**src/core/adc_seq_pkg.sv**
```systemverilog
package adc_seq_pkg;

    // ==========================================================
    // Sizes
    localparam int MAX_SLOTS = 64;
    localparam int SLOT_W    = 6;
    localparam int CH_W      = 5;
    localparam int DATA_W    = 12;
    localparam int NCONV     = 2;

    // ==========================================================
    // Timing
    localparam int CLK_PERIOD_NS = 100;
    localparam int RESP_GAP_NS   = 1000;
    localparam int RESP_GAP_CYC  = (RESP_GAP_NS + CLK_PERIOD_NS - 1) / CLK_PERIOD_NS;
    localparam int PWRUP_NS      = 2000;
    localparam int PWRUP_CYC     = (PWRUP_NS + CLK_PERIOD_NS - 1) / CLK_PERIOD_NS;
    localparam int CONT_WIN_CYC  = 2;
    localparam int CNT_W         = 8;

    // ==========================================================
    // Channel codes
    localparam logic [CH_W-1:0] TSD_CH  = 5'h11;
    localparam logic [CH_W-1:0] TSD_SEL = 5'h00;

    // ==========================================================
    // Types
    typedef logic [MAX_SLOTS-1:0][CH_W-1:0]   slot_tbl_type;
    typedef logic [NCONV-1:0][31:0]           ch_mask_type;
    typedef logic [NCONV-1:0][DATA_W-1:0]     sample_type;

    typedef struct packed {
        logic              sop;
        logic              eop;
        logic [CH_W-1:0]   ch;
    } cmd_type;

    typedef struct packed {
        logic              sop;
        logic              eop;
        logic [CH_W-1:0]   ch;
        sample_type        data;
    } resp_type;

    typedef struct packed {
        logic [CH_W-1:0]   ch;
        logic [NCONV-1:0]  above;
        logic [NCONV-1:0]  below;
    } viol_type;

    typedef struct packed {
        logic              pd;
        logic              tsen;
        logic              soc;
        logic [CH_W-1:0]   sel;
    } hard_ctl_type;

    // Logical channel to converter select; the sensor has its own enable
    function automatic logic [CH_W-1:0] hard_sel(input logic [CH_W-1:0] ch);
        return (ch == TSD_CH) ? TSD_SEL : ch;
    endfunction : hard_sel

endpackage : adc_seq_pkg

```
**src/core/adc_sequencer_controller.sv**
```systemverilog
`timescale 1ns/10ps
`default_nettype none

// What this block does
// RL1: Command ready is high only when the control core can start a conversion.
// RL2: At most one command is held; none accepted while one is processed.
// RL3: Ready drops after acceptance and returns when the next command can start.
// RL4: Sequencer offers the next command within two cycles to keep sampling gapless.
// RL5: A command arriving later than two cycles after ready returns gets non-continuous sampling.
// RL6: Responses cannot be stalled; receivers take each one in its valid cycle.
// RL7: Two valid responses are never closer than one microsecond.
// RL8: Sequencer issues conversion commands following the stored channel sequence.
// RL9: A software mode bit selects the conversion mode.
// RL10: Sequence length and slot channels are build-time parameters.
// RL11: Storage writes each sample to on-chip RAM, readable by software.
// RL12: Storage optionally interrupts after each full sequence round.
// RL13: Dual variant merges simultaneous responses of both converters into one packet.
// RL14: Dual variant handshakes both converters so they proceed in step.
// RL15: Threshold detector flags samples above maximum or below minimum.
// RL16: Each violation goes out on a streaming output.
// RL17: Per-channel threshold enables and limits are build-time parameters; the limits here are one pair per converter, not per channel.
// RL18: Each converter has its own threshold settings.
// RL19: Only power up, power down, pin and temperature conversions exist.
// RL20: Logical channel numbers are translated to converter selections.
// RL21: Soft logic runs on mclk; converter side runs on the converter clock.
// RL22: The control core has no run-time settings.
// RL23: Single mode converts every slot once, then clears the run bit.
// RL24: Continuous mode wraps to the first slot while run stays set.
// RL25: Clearing run in continuous mode finishes the pass before stopping.
// RL26: Up to 64 slots, each with a selectable channel.
// RL27: Storage writes slot-indexed entries, index reset at each round start.
// RL28: Interrupt holds until acknowledged and is masked by its enable.
module adc_sequencer_controller
    import adc_seq_pkg::*;
#(
    parameter int           SEQ_LEN  = 4,
    parameter slot_tbl_type SLOT_CH  = '0,
    parameter slot_tbl_type SLOT_CH2 = '0,
    parameter bit           DUAL     = 1'b0,
    parameter ch_mask_type  MAX_EN   = '0,
    parameter ch_mask_type  MIN_EN   = '0,
    parameter sample_type   TH_MAX   = '1,
    parameter sample_type   TH_MIN   = '0
)(
    // Clock and reset
    input  wire logic                   mclk,
    input  wire logic                   reset,
    // Software control
    input  wire logic                   run_set,
    input  wire logic                   run_clr,
    input  wire logic                   mode_cont,
    input  wire logic                   pwr_down_req,
    output logic                        run_bit,
    output logic                        busy,
    // Sample readout and interrupt
    input  wire logic [SLOT_W-1:0]      rd_addr,
    output logic [NCONV*DATA_W-1:0]     rd_data,
    input  wire logic                   irq_en,
    input  wire logic                   irq_ack,
    output logic                        irq,
    // Response stream
    output logic                        resp_valid,
    output resp_type                    resp,
    // Violation stream
    output logic                        viol_valid,
    output viol_type                    viol,
    // Converter hard block
    input  wire logic                   conv_clk,
    input  wire logic [NCONV-1:0]       conv_eoc,
    input  wire sample_type             conv_dout,
    output hard_ctl_type [NCONV-1:0]    conv_ctl
);

    // ==========================================================
    // Pin synchronisers
    localparam int SYN_W = 1 + NCONV + NCONV * DATA_W;
    logic [SYN_W-1:0] syn1_ff;
    logic [SYN_W-1:0] syn2_ff;
    logic [NCONV:0]   edge_ff;
    logic             clk_rise;
    logic [NCONV-1:0] eoc_rise;
    sample_type       dout_s;

    always_ff @(posedge mclk or posedge reset)
    begin
        if (reset)
        begin
            syn1_ff <= '0;
            syn2_ff <= '0;
            edge_ff <= '0;
        end
        else
        begin
            syn1_ff <= {conv_clk, conv_eoc, conv_dout};
            syn2_ff <= syn1_ff;
            edge_ff <= syn2_ff[SYN_W-1 -: NCONV+1];
        end
    end

    // Converter clock is only sampled, so its edges arrive two mclk late
    assign clk_rise = syn2_ff[SYN_W-1] & ~edge_ff[NCONV]; // see RL21
    assign eoc_rise = syn2_ff[SYN_W-2 -: NCONV] & ~edge_ff[NCONV-1:0];
    assign dout_s   = syn2_ff[NCONV*DATA_W-1:0];

    // ==========================================================
    // Sequencer
    logic              run_ff, nxt_run;
    logic              act_ff, nxt_act;
    logic [SLOT_W-1:0] slot_ff, nxt_slot;
    logic              cmd_valid;
    logic              cmd_ready;
    logic              cmd_take;
    cmd_type           cmd;
    logic              last_slot;

    assign cmd_valid = act_ff; // see RL4
    assign cmd_take  = cmd_valid & cmd_ready;
    assign last_slot = (slot_ff == SLOT_W'(SEQ_LEN - 1));
    assign cmd.sop   = (slot_ff == '0);
    assign cmd.eop   = last_slot;
    assign cmd.ch    = SLOT_CH[slot_ff]; // see RL8, RL10, RL26

    always_comb
    begin
        nxt_run  = run_ff;
        nxt_act  = act_ff;
        nxt_slot = slot_ff;
        if (run_clr)
            nxt_run = 1'b0;
        if (!act_ff && run_ff)
            nxt_act = 1'b1;
        if (cmd_take)
        begin
            nxt_slot = last_slot ? '0 : slot_ff + 1'b1;
            if (last_slot && !(mode_cont && run_ff && !run_clr)) // see RL9, RL24, RL25
            begin
                nxt_act = 1'b0;
                if (!mode_cont)
                    nxt_run = 1'b0; // see RL23
            end
        end
        if (run_set)
            nxt_run = 1'b1;
    end

    always_ff @(posedge mclk or posedge reset)
    begin
        if (reset)
        begin
            run_ff  <= 1'b0;
            act_ff  <= 1'b0;
            slot_ff <= '0;
        end
        else
        begin
            run_ff  <= nxt_run;
            act_ff  <= nxt_act;
            slot_ff <= nxt_slot;
        end
    end

    // ==========================================================
    // Control core; nothing here is software adjustable (see RL22)
    typedef enum logic [4:0] {
        ST_OFF   = 5'b0_0001,
        ST_PWRUP = 5'b0_0010,
        ST_RDY   = 5'b0_0100,
        ST_CONV  = 5'b0_1000,
        ST_DONE  = 5'b1_0000
    } ctl_state_type;

    ctl_state_type    st_ff, nxt_st;
    cmd_type          cur_ff, nxt_cur;
    logic [CNT_W-1:0] cnt_ff, nxt_cnt;
    logic [CNT_W-1:0] since_ff, nxt_since;
    logic             cont_ff, nxt_cont;
    logic             soc_ff, nxt_soc;
    logic [NCONV-1:0] done_ff, nxt_done;
    sample_type       smp_ff, nxt_smp;
    logic [NCONV-1:0] used;

    assign used      = DUAL ? {NCONV{1'b1}} : NCONV'(1);
    assign cmd_ready = (st_ff == ST_RDY); // see RL1, RL2, RL3

    always_comb
    begin
        nxt_st    = st_ff;
        nxt_cur   = cur_ff;
        nxt_cnt   = cnt_ff;
        nxt_cont  = cont_ff;
        nxt_soc   = soc_ff;
        nxt_done  = done_ff;
        nxt_smp   = smp_ff;
        nxt_since = (since_ff == '1) ? since_ff : since_ff + 1'b1;
        unique case (st_ff)
            ST_OFF:
                if (cmd_valid && !pwr_down_req) // see RL19
                begin
                    nxt_st  = ST_PWRUP;
                    nxt_cnt = CNT_W'(PWRUP_CYC - 1);
                end
            ST_PWRUP:
                if (cnt_ff == '0)
                    nxt_st = ST_RDY;
                else
                    nxt_cnt = cnt_ff - 1'b1;
            ST_RDY:
                if (pwr_down_req && !cmd_valid)
                begin
                    nxt_st  = ST_OFF; // see RL19
                    nxt_soc = 1'b0;
                end
                else if (cmd_take)
                begin
                    nxt_st    = ST_CONV; // see RL2
                    nxt_cur   = cmd;
                    nxt_done  = '0;
                    nxt_since = '0;
                    nxt_cont  = (since_ff <= CNT_W'(CONT_WIN_CYC)); // see RL5
                    if (!nxt_cont)
                        nxt_soc = 1'b0;
                end
            ST_CONV:
            begin
                // Start is launched on a converter clock edge only
                if (clk_rise)
                    nxt_soc = 1'b1; // see RL21
                for (int i = 0; i < NCONV; i++)
                    if (soc_ff && eoc_rise[i] && used[i])
                    begin
                        nxt_done[i] = 1'b1;
                        nxt_smp[i]  = dout_s[i];
                    end
                // In the dual variant both converters finish before either moves on
                if ((nxt_done & used) == used) // see RL14
                    nxt_st = ST_DONE;
            end
            ST_DONE:
            begin
                nxt_st = ST_RDY; // see RL3
                // Window for the next command opens as ready returns, not at the last take
                nxt_since = '0; // see RL5
                if (!cont_ff)
                    nxt_soc = 1'b0; // see RL5
            end
        endcase
    end

    always_ff @(posedge mclk or posedge reset)
    begin
        if (reset)
        begin
            st_ff    <= ST_OFF;
            cur_ff   <= '0;
            cnt_ff   <= '0;
            since_ff <= '1;
            cont_ff  <= 1'b0;
            soc_ff   <= 1'b0;
            done_ff  <= '0;
            smp_ff   <= '0;
        end
        else
        begin
            st_ff    <= nxt_st;
            cur_ff   <= nxt_cur;
            cnt_ff   <= nxt_cnt;
            since_ff <= nxt_since;
            cont_ff  <= nxt_cont;
            soc_ff   <= nxt_soc;
            done_ff  <= nxt_done;
            smp_ff   <= nxt_smp;
        end
    end

    always_comb
    begin
        for (int i = 0; i < NCONV; i++)
        begin
            conv_ctl[i].pd   = (st_ff == ST_OFF) || !used[i];
            conv_ctl[i].soc  = soc_ff & used[i];
            conv_ctl[i].tsen = (cur_ff.ch == TSD_CH) && (i == 0);
            conv_ctl[i].sel  = hard_sel(cur_ff.ch); // see RL20
        end
    end

    // ==========================================================
    // Response pacing and merge
    logic             pend_ff, nxt_pend;
    logic [CNT_W-1:0] gap_ff, nxt_gap;
    logic             rv_ff, nxt_rv;
    resp_type         resp_ff, nxt_resp;

    always_comb
    begin
        nxt_pend = pend_ff;
        nxt_gap  = (gap_ff == '0) ? gap_ff : gap_ff - 1'b1;
        nxt_rv   = 1'b0;
        nxt_resp = resp_ff;
        if (st_ff == ST_DONE)
        begin
            nxt_pend = 1'b1;
            nxt_resp = {cur_ff.sop, cur_ff.eop, cur_ff.ch, smp_ff}; // see RL13
        end
        // Held until the pacing allows; a newer sample arriving meanwhile overwrites it
        else if (pend_ff && gap_ff == '0)
        begin
            nxt_pend = 1'b0;
            nxt_rv   = 1'b1; // see RL6
            nxt_gap  = CNT_W'(RESP_GAP_CYC - 1); // see RL7
        end
    end

    always_ff @(posedge mclk or posedge reset)
    begin
        if (reset)
        begin
            pend_ff <= 1'b0;
            gap_ff  <= '0;
            rv_ff   <= 1'b0;
            resp_ff <= '0;
        end
        else
        begin
            pend_ff <= nxt_pend;
            gap_ff  <= nxt_gap;
            rv_ff   <= nxt_rv;
            resp_ff <= nxt_resp;
        end
    end

    assign resp_valid = rv_ff;
    assign resp       = resp_ff;

    // ==========================================================
    // Sample storage
    logic [NCONV*DATA_W-1:0] ram [MAX_SLOTS];
    logic [SLOT_W-1:0]       wr_idx;
    logic [SLOT_W-1:0]       idx_ff, nxt_idx;
    logic                    flag_ff, nxt_flag;
    logic [NCONV*DATA_W-1:0] rd_ff;

    assign wr_idx = resp_ff.sop ? '0 : idx_ff; // see RL27

    always_comb
    begin
        nxt_idx  = idx_ff;
        nxt_flag = flag_ff;
        if (irq_ack)
            nxt_flag = 1'b0;
        if (rv_ff)
        begin
            nxt_idx = wr_idx + 1'b1;
            if (resp_ff.eop)
                nxt_flag = 1'b1; // see RL12
        end
    end

    always_ff @(posedge mclk or posedge reset)
    begin
        if (reset)
        begin
            idx_ff  <= '0;
            flag_ff <= 1'b0;
        end
        else
        begin
            idx_ff  <= nxt_idx;
            flag_ff <= nxt_flag;
        end
    end

    // RAM carries no reset, so it maps onto block memory
    always_ff @(posedge mclk)
    begin
        if (rv_ff)
            ram[wr_idx] <= resp_ff.data; // see RL11
        rd_ff <= ram[rd_addr]; // see RL11
    end

    assign rd_data = rd_ff;
    assign irq     = flag_ff & irq_en; // see RL28

    // ==========================================================
    // Threshold detection
    logic     vv_ff, nxt_vv;
    viol_type viol_ff, nxt_viol;

    always_comb
    begin
        nxt_viol    = viol_ff;
        nxt_viol.ch = resp_ff.ch;
        nxt_vv      = 1'b0;
        for (int i = 0; i < NCONV; i++)
        begin
            // Limits are per converter; the second may watch other channels
            nxt_viol.above[i] = used[i] && MAX_EN[i][resp_ff.ch]
                                && (resp_ff.data[i] > TH_MAX[i]); // see RL15, RL17, RL18
            nxt_viol.below[i] = used[i] && MIN_EN[i][resp_ff.ch]
                                && (resp_ff.data[i] < TH_MIN[i]); // see RL15, RL17, RL18
        end
        nxt_vv = rv_ff && ((nxt_viol.above | nxt_viol.below) != '0); // see RL16
        if (!rv_ff)
            nxt_viol = viol_ff;
    end

    always_ff @(posedge mclk or posedge reset)
    begin
        if (reset)
        begin
            vv_ff   <= 1'b0;
            viol_ff <= '0;
        end
        else
        begin
            vv_ff   <= nxt_vv;
            viol_ff <= nxt_viol;
        end
    end

    assign viol_valid = vv_ff;
    assign viol       = viol_ff;
    assign run_bit    = run_ff;
    assign busy       = act_ff | (st_ff != ST_RDY && st_ff != ST_OFF);

endmodule : adc_sequencer_controller

`default_nettype wire

```
**config.mk**
```make
export PLATFORM = sky130hd
export DESIGN_NAME = adc_sequencer_controller
export DESIGN_NICKNAME = d
export VERILOG_FILES = /design/src/core/adc_seq_pkg.sv /design/src/core/adc_sequencer_controller.sv
export SDC_FILE = /design/constraint.sdc
export NUM_CORES = 1
export LEC_CHECK = 0
export ABC_AREA = 1
export BUFFER_PORTS_ARGS = -buffer_cell sky130_fd_sc_hd__buf_4
export CAP_MARGIN = 0
export CORE_MARGIN = 2
export CORE_UTILIZATION = 51
export CTS_CLUSTER_DIAMETER = 60
export DETAILED_ROUTE_END_ITERATION = 12
export HOLD_SLACK_MARGIN = 0.05
export MAX_ROUTING_LAYER = met4
export PLACE_DENSITY = 0.71
export SKIP_LAST_GASP = 1
export SYNTH_ARGS = -nofsm -noshare
export SYNTH_HDL_FRONTEND = slang
export SYNTH_SLANG_ARGS = --single-unit
export TNS_END_PERCENT = 1
```
**constraint.sdc**
```tcl
create_clock -name mclk -period 7.1 [get_ports mclk]
set_clock_uncertainty 0.15 [all_clocks]
set_input_delay 0.355 -clock mclk [delete_from_list [all_inputs] [get_ports mclk]]
set_output_delay 0.355 -clock mclk [all_outputs]
set_load 0.02 [all_outputs]
```
==> summary.md <==
| Metric | Value |
|---|---|
| Status | `complete, no violations` |
| CP max-delay cell | `clkinv_2` |
| Hold Path Stages | `0` |
| DR DRC count | `0` |
| CP Data Required Time | `~7.5 ns` |
| HP Class | `reg2reg` |
| Clock share of power | `0.388` |
| CTS buffer count | `90` |
| Num rows | `between 90 and 100` |
| Yosys warns | `0` |
| Port bufs | `59` |
| Critical-path cell list | `buf_4, clkinv_2, buf_4, nand3_1, nand2_1, nand2_1, nand3_1, nand3_1, dlygate4sd3_1, nand2_1, dlygate4sd3_1` |
| CP Data Arrival Time | `a little over 4 ns` |
| IO Pins | `126` |
| Synth area leaders | `edfxtp_1 64%, nand2_1 11%, nand3_1 9.4%` |
| Critical Path End Type | `flip-flop` |
| WL final | `approximately 84000 um` |
| Psw | `2.910 mW` |
| Largest net degree at the start of global routing | `roughly 200` |
| Routed vias/inst | `5.529` |
| Reg2reg path depth | `5` |
| Post-Synthesis Cell Area | `36270 sq um` |
| Number of synthesized register bits | `a little under 900` |
| Slowest stage delay, CP | `around 0.8 ns` |
| Clock Latency Late Sink | `0.65 ns` |
| FMAX | `273.7 MHz` |
| First drt pass iteration count | `6` |
| Overall Global Routing Usage | `0.2337` |
| H-tree depth | `3` |
| Worst-case clock buffer depth | `3` |
| Net count, final | `roughly 3300` |
| Syn Inst Count | `3174` |
| Die area | `around 73000 sq um` |
| Reg2Reg Launch Point | `resp[30]` |
| Syn Area/Cell | `between 10 and 15 sq um` |
| WHS Endpoint | `syn2_ff[10]` |
| Global-route wire length before repair | `127700 um` |
| Die Ht | `270.7 um` |
| Post-layout util | `0.5748` |
| Seq/Total Area, Yosys | `0.7166` |
| P per Cell Area | `291.2 nW/um^2` |
| Reg2reg end | `ram[12][6]` |
| Sinks on Clock Net | `between 800 and 900` |
| Layout cells sized above 1 | `0.09063` |
| Max FO, Critical Path | `49` |
| CTS tree | `done` |
| Final Critical Period | `around 3.7 ns` |
| Cell variety after synth | `40` |
| Crit path launch type | `primary input` |
| Die width | `270.7 um` |
| Post-detail-place hpwl | `44650 um` |
| Pleak | `15.13 nW` |
| Setup TNS | `0 ns` |
| Slew Limit Fails | `0` |
| Tcrit/Tclk final | `0.5146` |
| Share of power burned in registers | `0.512` |
| CTS clk-pin slew, worst paths | `0.06 ns` |
| Vias in the first global route | `21868` |
| Max VDD drop | `258.9 uV` |
| Cell taking the most area after synthesis | `edfxtp_1` |
| Initial antenna violation count | `1` |
| Initial Util | `0.5161` |
| Routed via count | `23452` |
| Top cell type's share of synthesized area | `0.6359` |
| Post-synth EDFFs | `768` |
| Root Driver | `clkbuf_16` |
| Final hold vios | `0` |
| CP bufs+invs | `5` |
| Core area | `~70000 sq um` |
| GPL Wtd Cong | `0.8643` |
| Area added between synthesis and finish | `11.37%` |
| RSZ-0062 raised after global routing | `no` |
| Most common flop cell mapped by yosys | `edfxtp_1` |
| Drt wl/cell | `19.71 um` |
| Max cap viols | `0` |
| Grt total ovfl | `0` |
| Min-delay src | `syn1_ff[10]` |
| Async S/R FF share, synth | `0.1206` |
| Pint | `around 9 mW` |
| Switch share | `0.2474` |
| Least-Margin Pin Slew | `between 1 and 1.5 ns` |
| Top Family by Delay on Critical Path | `buffers and inverters` |
| Max-slew headroom | `0.1284` |
| Setup violators final | `0` |
| Combinational share of power | `0.100` |
| Antenna Violating Nets Remaining | `0` |
| Critical path class | `in2reg` |
| Flop2flop setup slack | `between 3 and 4 ns` |
| Drt first-iter violations | `2574` |
==> timing repair <==
action | CTS | global route
hold buffers | 25 | 0
hold endpoints to repair | 89 | 0
resized for setup | 0 | 0
setup buffers | 0 | 0
==> power by group through the flow <==
stage	Clock (mW)	Sequential, mW	Combinational [mW]
global placement	0	6.12	1.12
global route	4.81	6.04	1.32
floorplan	0	6.16	0.787
detailed placement	0	6.12	1.16
CTS	4.62	6.02	1.17
finish	4.57	6.02	1.17
==> layer usage <==
layer / GRT usage / share of wire / vias to the layer above / routed length, um
met5: - / 0 / - / 0
met4: 0.07822 / 0.031 / 0 / 2588
met3: 0.03816 / 0.080 / 163 / 6690
met2: 0.3592 / 0.47 / 966 / 39210
met1: 0.3197 / 0.42 / 11362 / 35120
li1: - / - / 10961 / -
==> placed cells by master (no fill, tap or decap), types with 5 or more instances in the layout <==
cell type      count
nand2_1         1059
nand2_2            9
edfxtp_1         768
clkbuf_8          12
nor3_1             8
dfrtp_2           12
inv_1             65
nand4_1            9
dfxtp_1           12
clkbuf_1          25
clkinv_2          16
nor2_1           109
xor2_1             7
dfstp_2            9
dfrtp_1           86
clkbuf_16         93
conb_1            53
buf_4            104
o21ai_0           31
clkinv_1          12
mux2_1             5
nand3_1          680
ha_1               9
inv_2              9
o21ai_2            6
xnor2_1            6
a21oi_1           19
dlygate4sd3_1     25
==> through the flow <==
stage                     hold WS (ns)  cell area (sq um)  worst slack [ns]  total power, mW  cells
after global routing            0.1891              40390             3.208            12.16   4240
after global placement          0.1835              37270             3.645            7.242   4047
after CTS                       0.1718              40390             3.493            11.81   4239
final                           0.1843              40390             3.446            11.76   4242
after floorplan                 0.1812              36460             3.793            6.949   3225
after detailed placement        0.1855              37270             3.593            7.279   4047
==> logic make-up (layout without fill, tap and decap cells) <==
group,count (synthesis),after routing,synth area share
other cells,2,56,0.0002071
flops,887,887,0.7166
xor+xnor,13,13,0.003139
simple gates,1891,1891,0.2230
compound gates,63,63,0.009522
fa+ha+maj,9,9,0.003105
mux,5,5,0.001552
buf+inv,304,378,0.04281
==> area by class of cell <==
cell class                      count  area [sq um]
Fill cell                        5499         29880
Tap cell                          940          1176
Antenna cell                        3         7.507
Multi-Input combinational cell   2034          8932
Clock buffer                      130          2586
Inverter                           78         309.0
Timing Repair Buffer              133          1097
Sequential cell                   887         26010
Clock inverter                     37         277.8
==> state kept, by name (all words and copies together) (netlist names) <==
name        flops
edge_ff         2
smp_ff         12
soc_ff          1
cur_ff          2
slot_ff         6
since_ff        8
cont_ff         1
resp_valid      1
rd_data        12
ram           768
run_bit         1
st_ff           5
pend_ff         1
flag_ff         1
cnt_ff          8
syn1_ff        14
idx_ff          6
gap_ff          8
done_ff         1
act_ff          1
resp           14
syn2_ff        14
==> worst max path at each step <==
stage,start,endpoint,depth (start not counted)
final,rd_addr[2],rd_data[1],11
after global routing,rd_addr[0],rd_data[1],13
after CTS,rd_addr[0],rd_data[1],13
after detailed placement,rd_addr[0],rd_data[4],11
after global placement,rd_addr[0],rd_data[4],11
after floorplan,reset,act_ff,1
==> synth_stat cells (18+ instances only) <==
master and number:
buf_4 77, nor2_1 109, buf_1 18, edfxtp_1 768, inv_1 66, o21ai_0 31
a21oi_1 19, nand3_1 680, clkbuf_1 43, nand2_1 1059, buf_2 86, dfrtp_1 98
Power figures use the tool's default switching activity.
